### src/verilog/cdt_regs.svh
`ifndef CDT_REGS_SVH
`define CDT_REGS_SVH

// Byte addresses of the register words.
`define CDT_A_START 8'h00
`define CDT_A_CTRL0 8'h04
`define CDT_A_CTRL1 8'h08
`define CDT_A_RLD0  8'h0C
`define CDT_A_RLD1  8'h10
`define CDT_A_CNT0  8'h14
`define CDT_A_CNT1  8'h18
`define CDT_A_STAT  8'h1C
`define CDT_A_MASK  8'h20
`define CDT_A_PINS  8'h24

// Field positions inside a control word.
`define CDT_F_MODE  1:0
`define CDT_F_PULSE 2
`define CDT_F_TRIG  3
`define CDT_F_RISE  4
`define CDT_F_SRC   6:5
`define CDT_F_NBR   7
`define CDT_CTRL_W  8

// Reset values.
`define CDT_RST_CTRL 8'h00
`define CDT_RST_CNT  16'hFFFF

// Count source dividers, powers of two.
`define CDT_DIV_A 8
`define CDT_DIV_B 32

`endif

### src/verilog/cdt_pkg.sv
package cdt_pkg;

    // Operating modes of one timer.
    typedef enum logic [1:0] {
        CDT_M_TIMER   = 2'h0,
        CDT_M_EVENT   = 2'h1,
        CDT_M_ONESHOT = 2'h3,
        CDT_M_RSVD    = 2'h2
    } cdt_mode_t;

    // One-shot sequencer states.
    typedef enum logic {
        CDT_OS_IDLE = 1'b0,
        CDT_OS_RUN  = 1'b1
    } cdt_os_t;

endpackage : cdt_pkg

### src/verilog/cdt_tick_if.sv
`timescale 1ns/10ps
// Divided count source enables, one-cycle pulses.
interface cdt_tick_if;
    logic tick_a;
    logic tick_b;
    modport src (output tick_a, output tick_b);
    modport snk (input tick_a, input tick_b);
endinterface : cdt_tick_if

### src/verilog/cdt_prescale.sv
`timescale 1ns/10ps
`include "cdt_regs.svh"
module cdt_prescale import cdt_pkg::*; (
    input wire logic clk_i,
    input wire logic rst_i,
    cdt_tick_if.src  tk
);
    localparam int DA = `CDT_DIV_A;
    localparam int DB = `CDT_DIV_B;

    logic [$clog2(DB)-1:0] div_q;

    // Free-running divider shared by both timers.
    always_ff @(posedge clk_i) begin
        if (rst_i) begin
            div_q <= '0;
        end else begin
            div_q <= div_q + 1'b1;
        end
    end

    // Each enable fires once per full wrap of its low bits.
    assign tk.tick_a = &div_q[$clog2(DA)-1:0];
    assign tk.tick_b = &div_q;
endmodule : cdt_prescale

### src/verilog/cdt_pin_sync.sv
`timescale 1ns/10ps
module cdt_pin_sync #(
    parameter int W = 4
) (
    input  wire logic         clk_i,
    input  wire logic         rst_i,
    input  wire logic [W-1:0] d_i,
    output logic      [W-1:0] q_o
);
    logic [W-1:0] meta_q;

    // Two flops; only the second stage is visible outside.
    always_ff @(posedge clk_i) begin
        if (rst_i) begin
            meta_q <= '0;
            q_o    <= '0;
        end else begin
            meta_q <= d_i;
            q_o    <= meta_q;
        end
    end
endmodule : cdt_pin_sync

### src/verilog/cdt_top.sv
// Decided for this implementation: the Wishbone interface to the registers and the placing of the registers.
`timescale 1ns/10ps
`include "cdt_regs.svh"
// Functional notes
// - A timer stays idle until its start flag is one, then counts.
// - Timer mode decrements once per enable of the selected count source.
// - Timer mode underflow reloads, keeps counting and raises the request flag.
// - Event counter can count the neighbour timer's underflows as a cascade.
// - Cascaded counter underflow reloads, keeps counting and raises its flag.
// - One-shot can be triggered by the neighbour timer's underflow.
// - With pulse output on, one-shot drives its pin high when counting starts.
// - One-shot on the tick at count one or zero drives pin low, reloads, stops and raises its flag.
// - External one-shot is armed only with trigger select and start both one.
// - Armed one-shot starts on the trigger pin edge chosen by the edge bit.
// - Pulse output select in timer mode makes the pin a driven timer output.
// - Clearing pulse output select stops pulses and floats the pin.
// - Event mode with reload zero flags every chosen trigger pin edge.
module cdt_top import cdt_pkg::*; #(
    parameter int W = 16
) (
    input  wire logic       clk_i,
    input  wire logic       rst_i,
    input  wire logic       wb_cyc_i,
    input  wire logic       wb_stb_i,
    input  wire logic       wb_we_i,
    input  wire logic [7:0] wb_adr_i,
    input  wire logic [3:0] wb_sel_i,
    input  wire logic [31:0] wb_dat_i,
    output logic      [31:0] wb_dat_o,
    output logic            wb_ack_o,
    output logic            irq_o,
    input  wire logic [1:0] timer_trigger_input_pin_i,
    input  wire logic       first_timer_pulse_output_pin_i,
    output logic            first_timer_pulse_output_pin_o,
    output logic            first_timer_pulse_output_pin_oe_n_o,
    input  wire logic       second_timer_pulse_output_pin_i,
    output logic            second_timer_pulse_output_pin_o,
    output logic            second_timer_pulse_output_pin_oe_n_o
);
    logic [1:0]            start_q;
    logic [1:0]            start_old_q;
    logic [`CDT_CTRL_W-1:0] ctrl_q [2];
    logic [W-1:0]          rld_q [2];
    logic [W-1:0]          cnt_q [2];
    cdt_os_t               os_q [2];
    logic [1:0]            uf_q;
    logic [1:0]            out_q;
    logic [1:0]            oe_n_q;
    logic [1:0]            stat_q;
    logic [1:0]            mask_q;
    logic [1:0]            trig_old_q;
    logic                  ack_q;
    logic [31:0]           rdat_q;
    logic [3:0]            pin_s;
    cdt_mode_t             mode [2];
    logic [1:0]            tick;
    logic [1:0]            pedge;
    logic [1:0]            step;
    logic [1:0]            trig;
    logic [1:0]            ufn;
    logic [1:0]            osgo;
    logic [1:0]            wr_rld;
    logic                  acc;
    logic                  wr;
    logic                  rd_stat;

    cdt_tick_if u_tick ();

    // Divided count sources.
    cdt_prescale u_pre (
        .clk_i (clk_i),
        .rst_i (rst_i),
        .tk    (u_tick.src)
    );

    // Pin levels pass two flops before use.
    cdt_pin_sync #(.W(4)) u_sync (
        .clk_i (clk_i),
        .rst_i (rst_i),
        .d_i   ({second_timer_pulse_output_pin_i, first_timer_pulse_output_pin_i,
                 timer_trigger_input_pin_i}),
        .q_o   (pin_s)
    );

    // Merges write data into an old word under the byte enables.
    function automatic logic [31:0] wmerge(input logic [31:0] o, input logic [31:0] d,
                                           input logic [3:0] s);
        logic [31:0] r;
        r = o;
        for (int b = 0; b < 4; b++) begin
            if (s[b]) begin
                r[8*b +: 8] = d[8*b +: 8];
            end
        end
        return r;
    endfunction : wmerge

    // Picks the count source enable; code 3 selects no source.
    function automatic logic src_tick(input logic [1:0] s, input logic a, input logic b);
        case (s)
            2'h0: return 1'b1;
            2'h1: return a;
            2'h2: return b;
            default: return 1'b0;
        endcase
    endfunction : src_tick

    // Chooses the active edge of a synchronised pin level.
    function automatic logic edge_hit(input logic cur, input logic old, input logic rise);
        return rise ? (cur & ~old) : (~cur & old);
    endfunction : edge_hit

    // Bus request decode; a request is taken once, in the cycle before ack.
    assign acc     = wb_cyc_i & wb_stb_i & ~ack_q;
    assign wr      = acc & wb_we_i;
    assign rd_stat = acc & ~wb_we_i & (wb_adr_i == `CDT_A_STAT);
    assign wr_rld[0] = wr & (wb_adr_i == `CDT_A_RLD0);
    assign wr_rld[1] = wr & (wb_adr_i == `CDT_A_RLD1);

    // Per-timer count step, trigger and underflow decisions.
    always_comb begin
        for (int i = 0; i < 2; i++) begin
            mode[i]  = cdt_mode_t'(ctrl_q[i][`CDT_F_MODE]);
            tick[i]  = src_tick(ctrl_q[i][`CDT_F_SRC], u_tick.tick_a, u_tick.tick_b);
            pedge[i] = edge_hit(pin_s[i], trig_old_q[i], ctrl_q[i][`CDT_F_RISE]);
            // Event source is the neighbour's underflow or the trigger pin.
            step[i]  = ctrl_q[i][`CDT_F_NBR] ? uf_q[1-i] : pedge[i];
            // Hardware trigger needs the select bit; otherwise a start edge fires.
            trig[i]  = ctrl_q[i][`CDT_F_TRIG] ? step[i] : (start_q[i] & ~start_old_q[i]);
            if (mode[i] != CDT_M_EVENT) begin
                step[i] = tick[i];
            end
            osgo[i] = start_q[i] & (mode[i] == CDT_M_ONESHOT) & (os_q[i] == CDT_OS_IDLE) & trig[i];
            if (mode[i] == CDT_M_ONESHOT) begin
                ufn[i] = start_q[i] & (os_q[i] == CDT_OS_RUN) & tick[i] & (cnt_q[i] < W'(2));
            end else begin
                ufn[i] = start_q[i] & step[i] & (cnt_q[i] == '0);
            end
        end
    end

    // Edge history for start flags and trigger pins.
    always_ff @(posedge clk_i) begin
        if (rst_i) begin
            start_old_q <= '0;
            trig_old_q  <= '0;
        end else begin
            start_old_q <= start_q;
            trig_old_q  <= pin_s[1:0];
        end
    end

    // Software-written control, reload and mask registers.
    always_ff @(posedge clk_i) begin
        if (rst_i) begin
            start_q <= '0;
            ctrl_q  <= '{default: `CDT_RST_CTRL};
            rld_q   <= '{default: `CDT_RST_CNT};
            mask_q  <= '0;
        end else if (wr) begin
            case (wb_adr_i)
                `CDT_A_START: start_q <= 2'(wmerge(32'(start_q), wb_dat_i, wb_sel_i));
                `CDT_A_CTRL0: ctrl_q[0] <= 8'(wmerge(32'(ctrl_q[0]), wb_dat_i, wb_sel_i));
                `CDT_A_CTRL1: ctrl_q[1] <= 8'(wmerge(32'(ctrl_q[1]), wb_dat_i, wb_sel_i));
                `CDT_A_RLD0:  rld_q[0] <= W'(wmerge(32'(rld_q[0]), wb_dat_i, wb_sel_i));
                `CDT_A_RLD1:  rld_q[1] <= W'(wmerge(32'(rld_q[1]), wb_dat_i, wb_sel_i));
                `CDT_A_MASK:  mask_q <= 2'(wmerge(32'(mask_q), wb_dat_i, wb_sel_i));
                default: ;
            endcase
        end
    end

    // Counters and one-shot sequencers; a stopped timer holds its count unless its reload word is written.
    always_ff @(posedge clk_i) begin
        if (rst_i) begin
            cnt_q <= '{default: `CDT_RST_CNT};
            os_q  <= '{default: CDT_OS_IDLE};
            uf_q  <= '0;
        end else begin
            for (int i = 0; i < 2; i++) begin
                uf_q[i] <= ufn[i];
                if (!start_q[i]) begin
                    os_q[i] <= CDT_OS_IDLE;
                    if (wr_rld[i]) begin
                        cnt_q[i] <= W'(wmerge(32'(rld_q[i]), wb_dat_i, wb_sel_i));
                    end
                end else if (mode[i] == CDT_M_ONESHOT) begin
                    case (os_q[i])
                        CDT_OS_IDLE: begin
                            if (osgo[i]) begin
                                os_q[i] <= CDT_OS_RUN;
                            end
                        end
                        CDT_OS_RUN: begin
                            if (ufn[i]) begin
                                cnt_q[i] <= rld_q[i];
                                os_q[i]  <= CDT_OS_IDLE;
                            end else if (tick[i]) begin
                                cnt_q[i] <= cnt_q[i] - 1'b1;
                            end
                        end
                        default: os_q[i] <= CDT_OS_IDLE;
                    endcase
                end else if (ufn[i]) begin
                    cnt_q[i] <= rld_q[i];
                end else if (step[i]) begin
                    cnt_q[i] <= cnt_q[i] - 1'b1;
                end
            end
        end
    end

    // Pulse output levels and pin drive enables.
    always_ff @(posedge clk_i) begin
        if (rst_i) begin
            out_q  <= '0;
            oe_n_q <= 2'h3;
        end else begin
            for (int i = 0; i < 2; i++) begin
                // The pin floats unless pulse output is selected in any mode other than event mode.
                oe_n_q[i] <= ~(ctrl_q[i][`CDT_F_PULSE] & (mode[i] != CDT_M_EVENT));
                if (!ctrl_q[i][`CDT_F_PULSE]) begin
                    out_q[i] <= 1'b0;
                end else if (mode[i] == CDT_M_ONESHOT) begin
                    if (osgo[i]) begin
                        out_q[i] <= 1'b1;
                    end else if (ufn[i]) begin
                        out_q[i] <= 1'b0;
                    end
                end else if (mode[i] == CDT_M_TIMER && ufn[i]) begin
                    out_q[i] <= ~out_q[i];
                end
            end
        end
    end

    // Sticky request flags; a new underflow wins over the read clear.
    always_ff @(posedge clk_i) begin
        if (rst_i) begin
            stat_q <= '0;
        end else begin
            stat_q <= (stat_q & ~{2{rd_stat}}) | uf_q;
        end
    end

    // Bus answer one cycle after the request, with registered read data.
    always_ff @(posedge clk_i) begin
        if (rst_i) begin
            ack_q  <= 1'b0;
            rdat_q <= '0;
        end else begin
            ack_q  <= acc;
            rdat_q <= '0;
            if (acc && !wb_we_i) begin
                case (wb_adr_i)
                    `CDT_A_START: rdat_q <= 32'(start_q);
                    `CDT_A_CTRL0: rdat_q <= 32'(ctrl_q[0]);
                    `CDT_A_CTRL1: rdat_q <= 32'(ctrl_q[1]);
                    `CDT_A_RLD0:  rdat_q <= 32'(rld_q[0]);
                    `CDT_A_RLD1:  rdat_q <= 32'(rld_q[1]);
                    `CDT_A_CNT0:  rdat_q <= 32'(cnt_q[0]);
                    `CDT_A_CNT1:  rdat_q <= 32'(cnt_q[1]);
                    `CDT_A_STAT:  rdat_q <= 32'(stat_q);
                    `CDT_A_MASK:  rdat_q <= 32'(mask_q);
                    `CDT_A_PINS:  rdat_q <= 32'(pin_s);
                    default:      rdat_q <= '0;
                endcase
            end
        end
    end

    // Outputs.
    assign wb_ack_o = ack_q;
    assign wb_dat_o = rdat_q;
    assign irq_o    = |(stat_q & mask_q);
    assign first_timer_pulse_output_pin_o       = out_q[0];
    assign first_timer_pulse_output_pin_oe_n_o  = oe_n_q[0];
    assign second_timer_pulse_output_pin_o      = out_q[1];
    assign second_timer_pulse_output_pin_oe_n_o = oe_n_q[1];
endmodule : cdt_top

### config.mk
export PLATFORM = sky130hd
export DESIGN_NAME = cdt_top
export DESIGN_NICKNAME = d
export VERILOG_FILES = /design/src/verilog/cdt_pkg.sv /design/src/verilog/cdt_tick_if.sv /design/src/verilog/cdt_prescale.sv /design/src/verilog/cdt_pin_sync.sv /design/src/verilog/cdt_top.sv
export VERILOG_INCLUDE_DIRS = /design/src /design/src/verilog
export SDC_FILE = /design/constraint.sdc
export NUM_CORES = 1
export LEC_CHECK = 0
export ABC_AREA = 0
export CAP_MARGIN = 0
export CORE_MARGIN = 10
export CORE_UTILIZATION = 50
export CTS_CLUSTER_DIAMETER = 120
export DETAILED_ROUTE_END_ITERATION = 6
export DONT_BUFFER_PORTS = 1
export PLACE_DENSITY = 0.77
export SLEW_MARGIN = 0
export SYNTH_ARGS = -nofsm -noshare
export SYNTH_HDL_FRONTEND = slang
export SYNTH_SLANG_ARGS = --single-unit
### constraint.sdc
create_clock -name clk_i -period 6.62 [get_ports clk_i]
set_clock_uncertainty 0.05 [all_clocks]
set_input_delay 0.662 -clock clk_i [delete_from_list [all_inputs] [get_ports clk_i]]
set_output_delay 0.662 -clock clk_i [all_outputs]
set_load 0.05 [all_outputs]
; Word-level counts from Yosys, hierarchy flattened
; Cells that the tools add are included.
[classes]
addsub = 3
magnitude_cmp = 2
eq_ne = 25
muxes = 47
n_bitwise = 54
reduce_logical = 33
[ops]
columns = operator, count
row1 = two-way mux 16 bit, 16
row2 = case mux 16 bit (10 select lines), 1
row3 = == test 8 x 5 -> 1 bit (second input constant), 4
row4 = zero test 16 bit, 2
row5 = less-than comparator 16 x 2 -> 1 bit (second input constant), 2
row6 = two-way mux 8 bit, 4
row7 = subtractor 16 x 1 -> 16 bit (second input constant), 2
row8 = bitwise AND 1 bit, 31
row9 = two-way mux 1 bit, 22
row10 = NOT 1 bit, 19
row11 = == test 8 x 4 -> 1 bit (second input constant), 2
row12 = == test 8 x 6 -> 1 bit (second input constant), 2
row13 = AND reduction 3 bit, 5
row14 = != test 3 bit (second input constant), 4
row15 = OR reduction 2 bit, 6
row16 = == test 2 bit (second input constant), 4
row17 = == test 8 x 3 -> 1 bit (second input constant), 1
row18 = zero test 2 bit, 4
row19 = zero test 8 bit, 1
row20 = != test 4 x 1 -> 1 bit (second input constant), 2
row21 = != test 4 bit (second input constant), 2
row22 = AND reduction 2 bit, 4
row23 = AND reduction 4 bit, 2
row24 = nonzero test 2 bit, 4
row25 = 11 further kinds, 18
[word_totals]
reg_bits = 144
in_bits = 53
out_inout_bits = 38
wordCells = 186

; Depth between registers and ports, before layout
[depth]
depth_word = 12
ltp_mapped = 10

; Modules after synthesis
; Synthesis repeated with hierarchy kept, for this count alone.
[unflattened]
hier_cells = 866
hier_area_um2 = 6939.2
[by_module_without_submodules]
columns = module, n_inst, cells_each, area_per_inst_um2, seq_area_each_um2
row1 = cdt_top, 1, 833, 6528.8, 2302.2
row2 = cdt_pin_sync, 1, 16, 210.2, 160.2
row3 = cdt_prescale, 1, 17, 200.2, 100.1

; Worst setup path before layout
; Ideal clock, no wire load.
[synth_path]
path_type = input -> register
from = input port wb_adr_i[2]
to = register cnt_q[0] (netlist bit)
arrival_time_ns = 2.507
slack_ns = 3.929
cell_stages = 9
n_path_buf = 3
cell_sequence = buf_2 -> nor4_2 -> and3_1 -> clkbuf_1 -> and2_1 -> buf_2 -> o21ai_2 -> mux2i_1 -> or4_1
[synth_via]
elab_chain_len = 4
[synth_rtl]
columns = element, line
row1 = start: declaration, cdt_top.sv:26  ; input wire logic [7:0] wb_adr_i,
row2 = == test 8 x 5 -> 1 bit, n/a
row3 = bitwise AND 1 bit, cdt_top.sv:118  ; assign wr_rld[1] = wr & (wb_adr_i == `CDT_A_RLD1);
row4 = nonzero test 2 bit (no line), n/a
row5 = AND reduction 4 bit (no line), n/a
row6 = end signal: indexed assignment, cdt_top.sv:185  ; cnt_q[i] <= W'(wmerge(32'(rld_q[i]), wb_dat_i, wb_sel_i));
row7 = end signal: indexed assignment, cdt_top.sv:196  ; cnt_q[i] <= rld_q[i];
row8 = end signal: indexed assignment, cdt_top.sv:199  ; cnt_q[i] <= cnt_q[i] - 1'b1;
row9 = end: declaration, cdt_top.sv:44  ; logic [W-1:0] cnt_q [2];
; No other way between the ends.
; A chain may end at the register's enable or synchronous reset.

; Final worst setup path
[layout_path]
from = register u_pre.div_q[0]
to = register cnt_q[21] (netlist bit)
[layout_via]
elab_chain_len = 10
word_cells_on_any_way = 17
[layout_rtl]
columns = element, line
row1 = start: declaration, cdt_prescale.sv:11  ; logic [$clog2(DB)-1:0] div_q;
row2 = start signal: assignment, cdt_prescale.sv:18  ; div_q <= div_q + 1'b1;
row3 = AND reduction 5 bit / AND reduction 3 bit (equally long branches), "cdt_prescale.sv:24, cdt_prescale.sv:23"
row4 = case mux 1 bit (3 select lines) *, cdt_top.sv:100  ; case (s)
row5 = two-way mux 1 bit, cdt_top.sv:130  ; if (mode[i] != CDT_M_EVENT) begin
row6 = bitwise AND 1 bit (2 in a row), cdt_top.sv:137  ; ufn[i] = start_q[i] & step[i] & (cnt_q[i] == '0);
row7 = two-way mux 1 bit, cdt_top.sv:134  ; if (mode[i] == CDT_M_ONESHOT) begin
row8 = two-way mux 16 bit, cdt_top.sv:195  ; if (ufn[i]) begin
row9 = two-way mux 16 bit, cdt_top.sv:188  ; case (os_q[i])
row10 = two-way mux 16 bit, cdt_top.sv:187  ; end else if (mode[i] == CDT_M_ONESHOT) begin
row11 = two-way mux 16 bit, cdt_top.sv:182  ; if (!start_q[i]) begin
; Mark *: on every way between the ends. The rest lies on a longest branch, timed or not. The select of a mux whose other input is x is not followed.

==> impl_metrics.toml <==
[logic_synthesis]
synthTopCellsByCount = "128 x dfxtp_1, 101 x nand2_1, 66 x nor2_1"
yosysUniqueCellTypes = 69
synth_top_family_by_area = "simple AND/OR/NAND/NOR gates"
synth_compound_area_share_pct = 20.02
synthAdderAreaFrac_pct = 1.270
avgSynthCellArea_sq_um = 8.168
yosysMostFrequentCell = "dfxtp_1"
async_reset_ff_share_pct = 0
muxShareOfSynthArea_pct = 7.750
yosysWarningCount = 0
synthXorXnorAreaFrac_pct = 2.414
synth_top_area_cell = "dfxtp_1"
synth_edf_count = 0
synthesis.area_sq_um = 6894
ys_ff_latch = 128
synth-simple-area-share_pct = 25.66
synth-seq-area-share_pct = 37.17
synth_flop_cell = "dfxtp_1"
synth_top_cell_area_share_pct = 37.17
synth_cells = 844
synth.area.top_cells = "dfxtp_1 37%, mux2i_1 7.3%, nand2_1 5.5%, a21oi_1 4.6%, nor2_1 3.6%"

[global_route]
grt_max_degree = 62
grtUsageTotal_pct = 21.99
antenna_found_initial = 0
grt_overflow = 0
grt_pass1_vias = 6006
grt_pass1_wl_mm = 32.63

[placement]
dpl_cell_area_sq_um = 6914
portBuffers = 0
place.gp.congestion = 0.9531
dp_hpwl_mm = 14.65

[finish]
final_nets = 880
drive_gt1_share_pct = 6.378
n_antenna_cell = 0
utilization_pct = 56.05
fill_cells = 1212
final_area_sq_um = 7511
register_area_sq_um = 2562
area_growth_syn_to_layout_pct = 8.947
multi_input_area_sq_um = 4004

[pwr]
vdd_drop_max_uv = 170.8
leakage_nw = 2.775
powerDensity_nw_per_um2 = 239.5
fin_total_pwr_mw = 1.799

[cts]
cts_hold_buffers = 0
clk_pin_slew_ps = 60
cts_resized = 0
clock_latency_ps = 430
post-cts-setup-buffers = 0
clockRootBuffer = "clkbuf_16"
h-tree-depth = 4
cts_inserted_buffers = 17
clock_path_buffers = 2
clock_sinks = 128
cts_tree = "done"

[drt]
routed_wl_mm = 20.69
drc = 0
drtAntennaViolNets = 0
wl_per_cell_microns = 20.55
dr.pass1.iters = 6
dr.first_iter.drc_count = 1123
viasPerCell = 6.428
via_count = 6473

[timing]
slew_violations = 0
finalCritPeriodShare_pct = 46.69
slew_headroom_pct = 34.35
finalSetupViolations = 0
max_freq_mhz = 323.5
worst_slew_pin_slew_ps = 981.1
fin_crit_ps = 3091
rsz0062_at_grt = "false"
setup_tns_ps = 0
hold_viol = 0

[die]
chipWidth_microns = 137.4
ios = 91
start_util_pct = 51.45
num_rows = 42
dieArea_sq_um = 18890
core_region_area_sq_um = 13400
die_h_microns = 137.4

[worst_setup_path]
timing.rr.end = "cnt_q[21]"
cp.required_ps = 6910
r2r-start = "u_pre.div_q[0]"
crit_slowest_cell = "a2111oi_1"
r2r_slack_ps = 3530
crit_fanout = 8
crit_path_start_kind = "register"
arrival_ps = 3380
worstRegToRegCells = 9
cp_slowest_stage_delay_ps = 720
crit_chain = "ha_1 > and3_1 > ha_1 > nor2b_1 > a2111oi_1 > a311oi_1 > nor2_1 > a211oi_1 > a211oi_1"
end_kind = "register"
criticalPathCategory = "register to register"

[worst_hold_path]
hold_start = "rst_i"
hold_end = "trig_old_q[1]"
hold_class = "input port to register"
whs_path_depth = 1

[outcome]
status = "finished clean"

[run]
drv.max_cap_violation_count = 0
-- metal layers --
metal  GRT usage [%]  vias to the layer above  share of wire (%)
li1                -                     3012                  -
met1           27.83                     2960                 39
met2           33.29                      432                 45
met3           5.827                       69                 12
met4           12.12                        0                4.3
met5               0                        -                  0
-- where the power goes --
| part | total, mW | leakage (nW) | switching (mW) | internal, mW |
|---|---|---|---|---|
| sequential | 0.779 | 1.04 | 0.00374 | 0.776 |
| combinational | 0.0653 | 1.44 | 0.0450 | 0.0202 |
| clock | 0.954 | 0.296 | 0.329 | 0.625 |
-- worst max-delay path, delay by kind of cell (launching register included) --
| kind | cells | cell delay, ps |
|---|---|---|
| simple gates | 3 | 860 |
| flops | 1 | 350 |
| compound gates | 4 | 1320 |
| fa+ha+maj | 2 | 420 |
-- kinds of logic after synthesis --
kind of cell / after synthesis
buffers and inverters: 85
multiplexers: 53
XOR/XNOR: 19
AO/OA/AOI/OAI: 202
other: 1
flip-flops: 128
AND/OR/NAND/NOR: 349
adder cells (fa/ha/maj): 7
-- how the worst max path moves through the flow --
stage | from | endpoint | slack, ps | depth (start not counted)
after floorplan | wb_adr_i[2] | cnt_q[0] | 3930 | 9
after global placement | wb_adr_i[1] | cnt_q[0] | 3320 | 7
after detailed placement | wb_adr_i[1] | cnt_q[0] | 3330 | 7
after CTS | u_pre.div_q[0] | cnt_q[21] | 3600 | 9
after global routing | u_pre.div_q[0] | cnt_q[21] | 3280 | 9
final | u_pre.div_q[0] | cnt_q[21] | 3530 | 9
-- final cells by class --
cell class / count / share of cell area, %
Timing Repair Buffer: 7 / 0.6997
Sequential cell: 128 / 34.12
Tap cell: 176 / 2.932
Multi-Input combinational cell: 646 / 53.31
Clock buffer: 24 / 6.547
Clock inverter: 6 / 1.399
Inverter: 20 / 0.9995
-- sequential cells by signal, indices dropped and copies added (netlist names), 4 cells and up --
register       count
u_sync.q_o         4
wb_dat_o          16
ctrl_q            16
u_pre.div_q        5
cnt_q             32
u_sync.meta_q      4
rld_q             32
-- per-stage QoR --
step,hold slack (ps),cells,setup WS (ps)
after floorplan,342.8,859,3929
after global placement,368.1,977,3324
after detailed placement,377.8,977,3329
after CTS,244.8,1007,3604
after global routing,245.8,1007,3277
final,258.6,1007,3529
-- cells in the final DEF, fill, tap and decap left out, drive strengths merged, types with 17 or more instances in the layout --
cell type  count
mux2i         50
inv           19
nor2b         17
dfxtp        128
nor3          29
a21oi         63
clkbuf        24
nor2          66
nand3         46
and3          21
nand2        101
o21ai         31
Note: power is estimated with default switching activity, not from simulation.
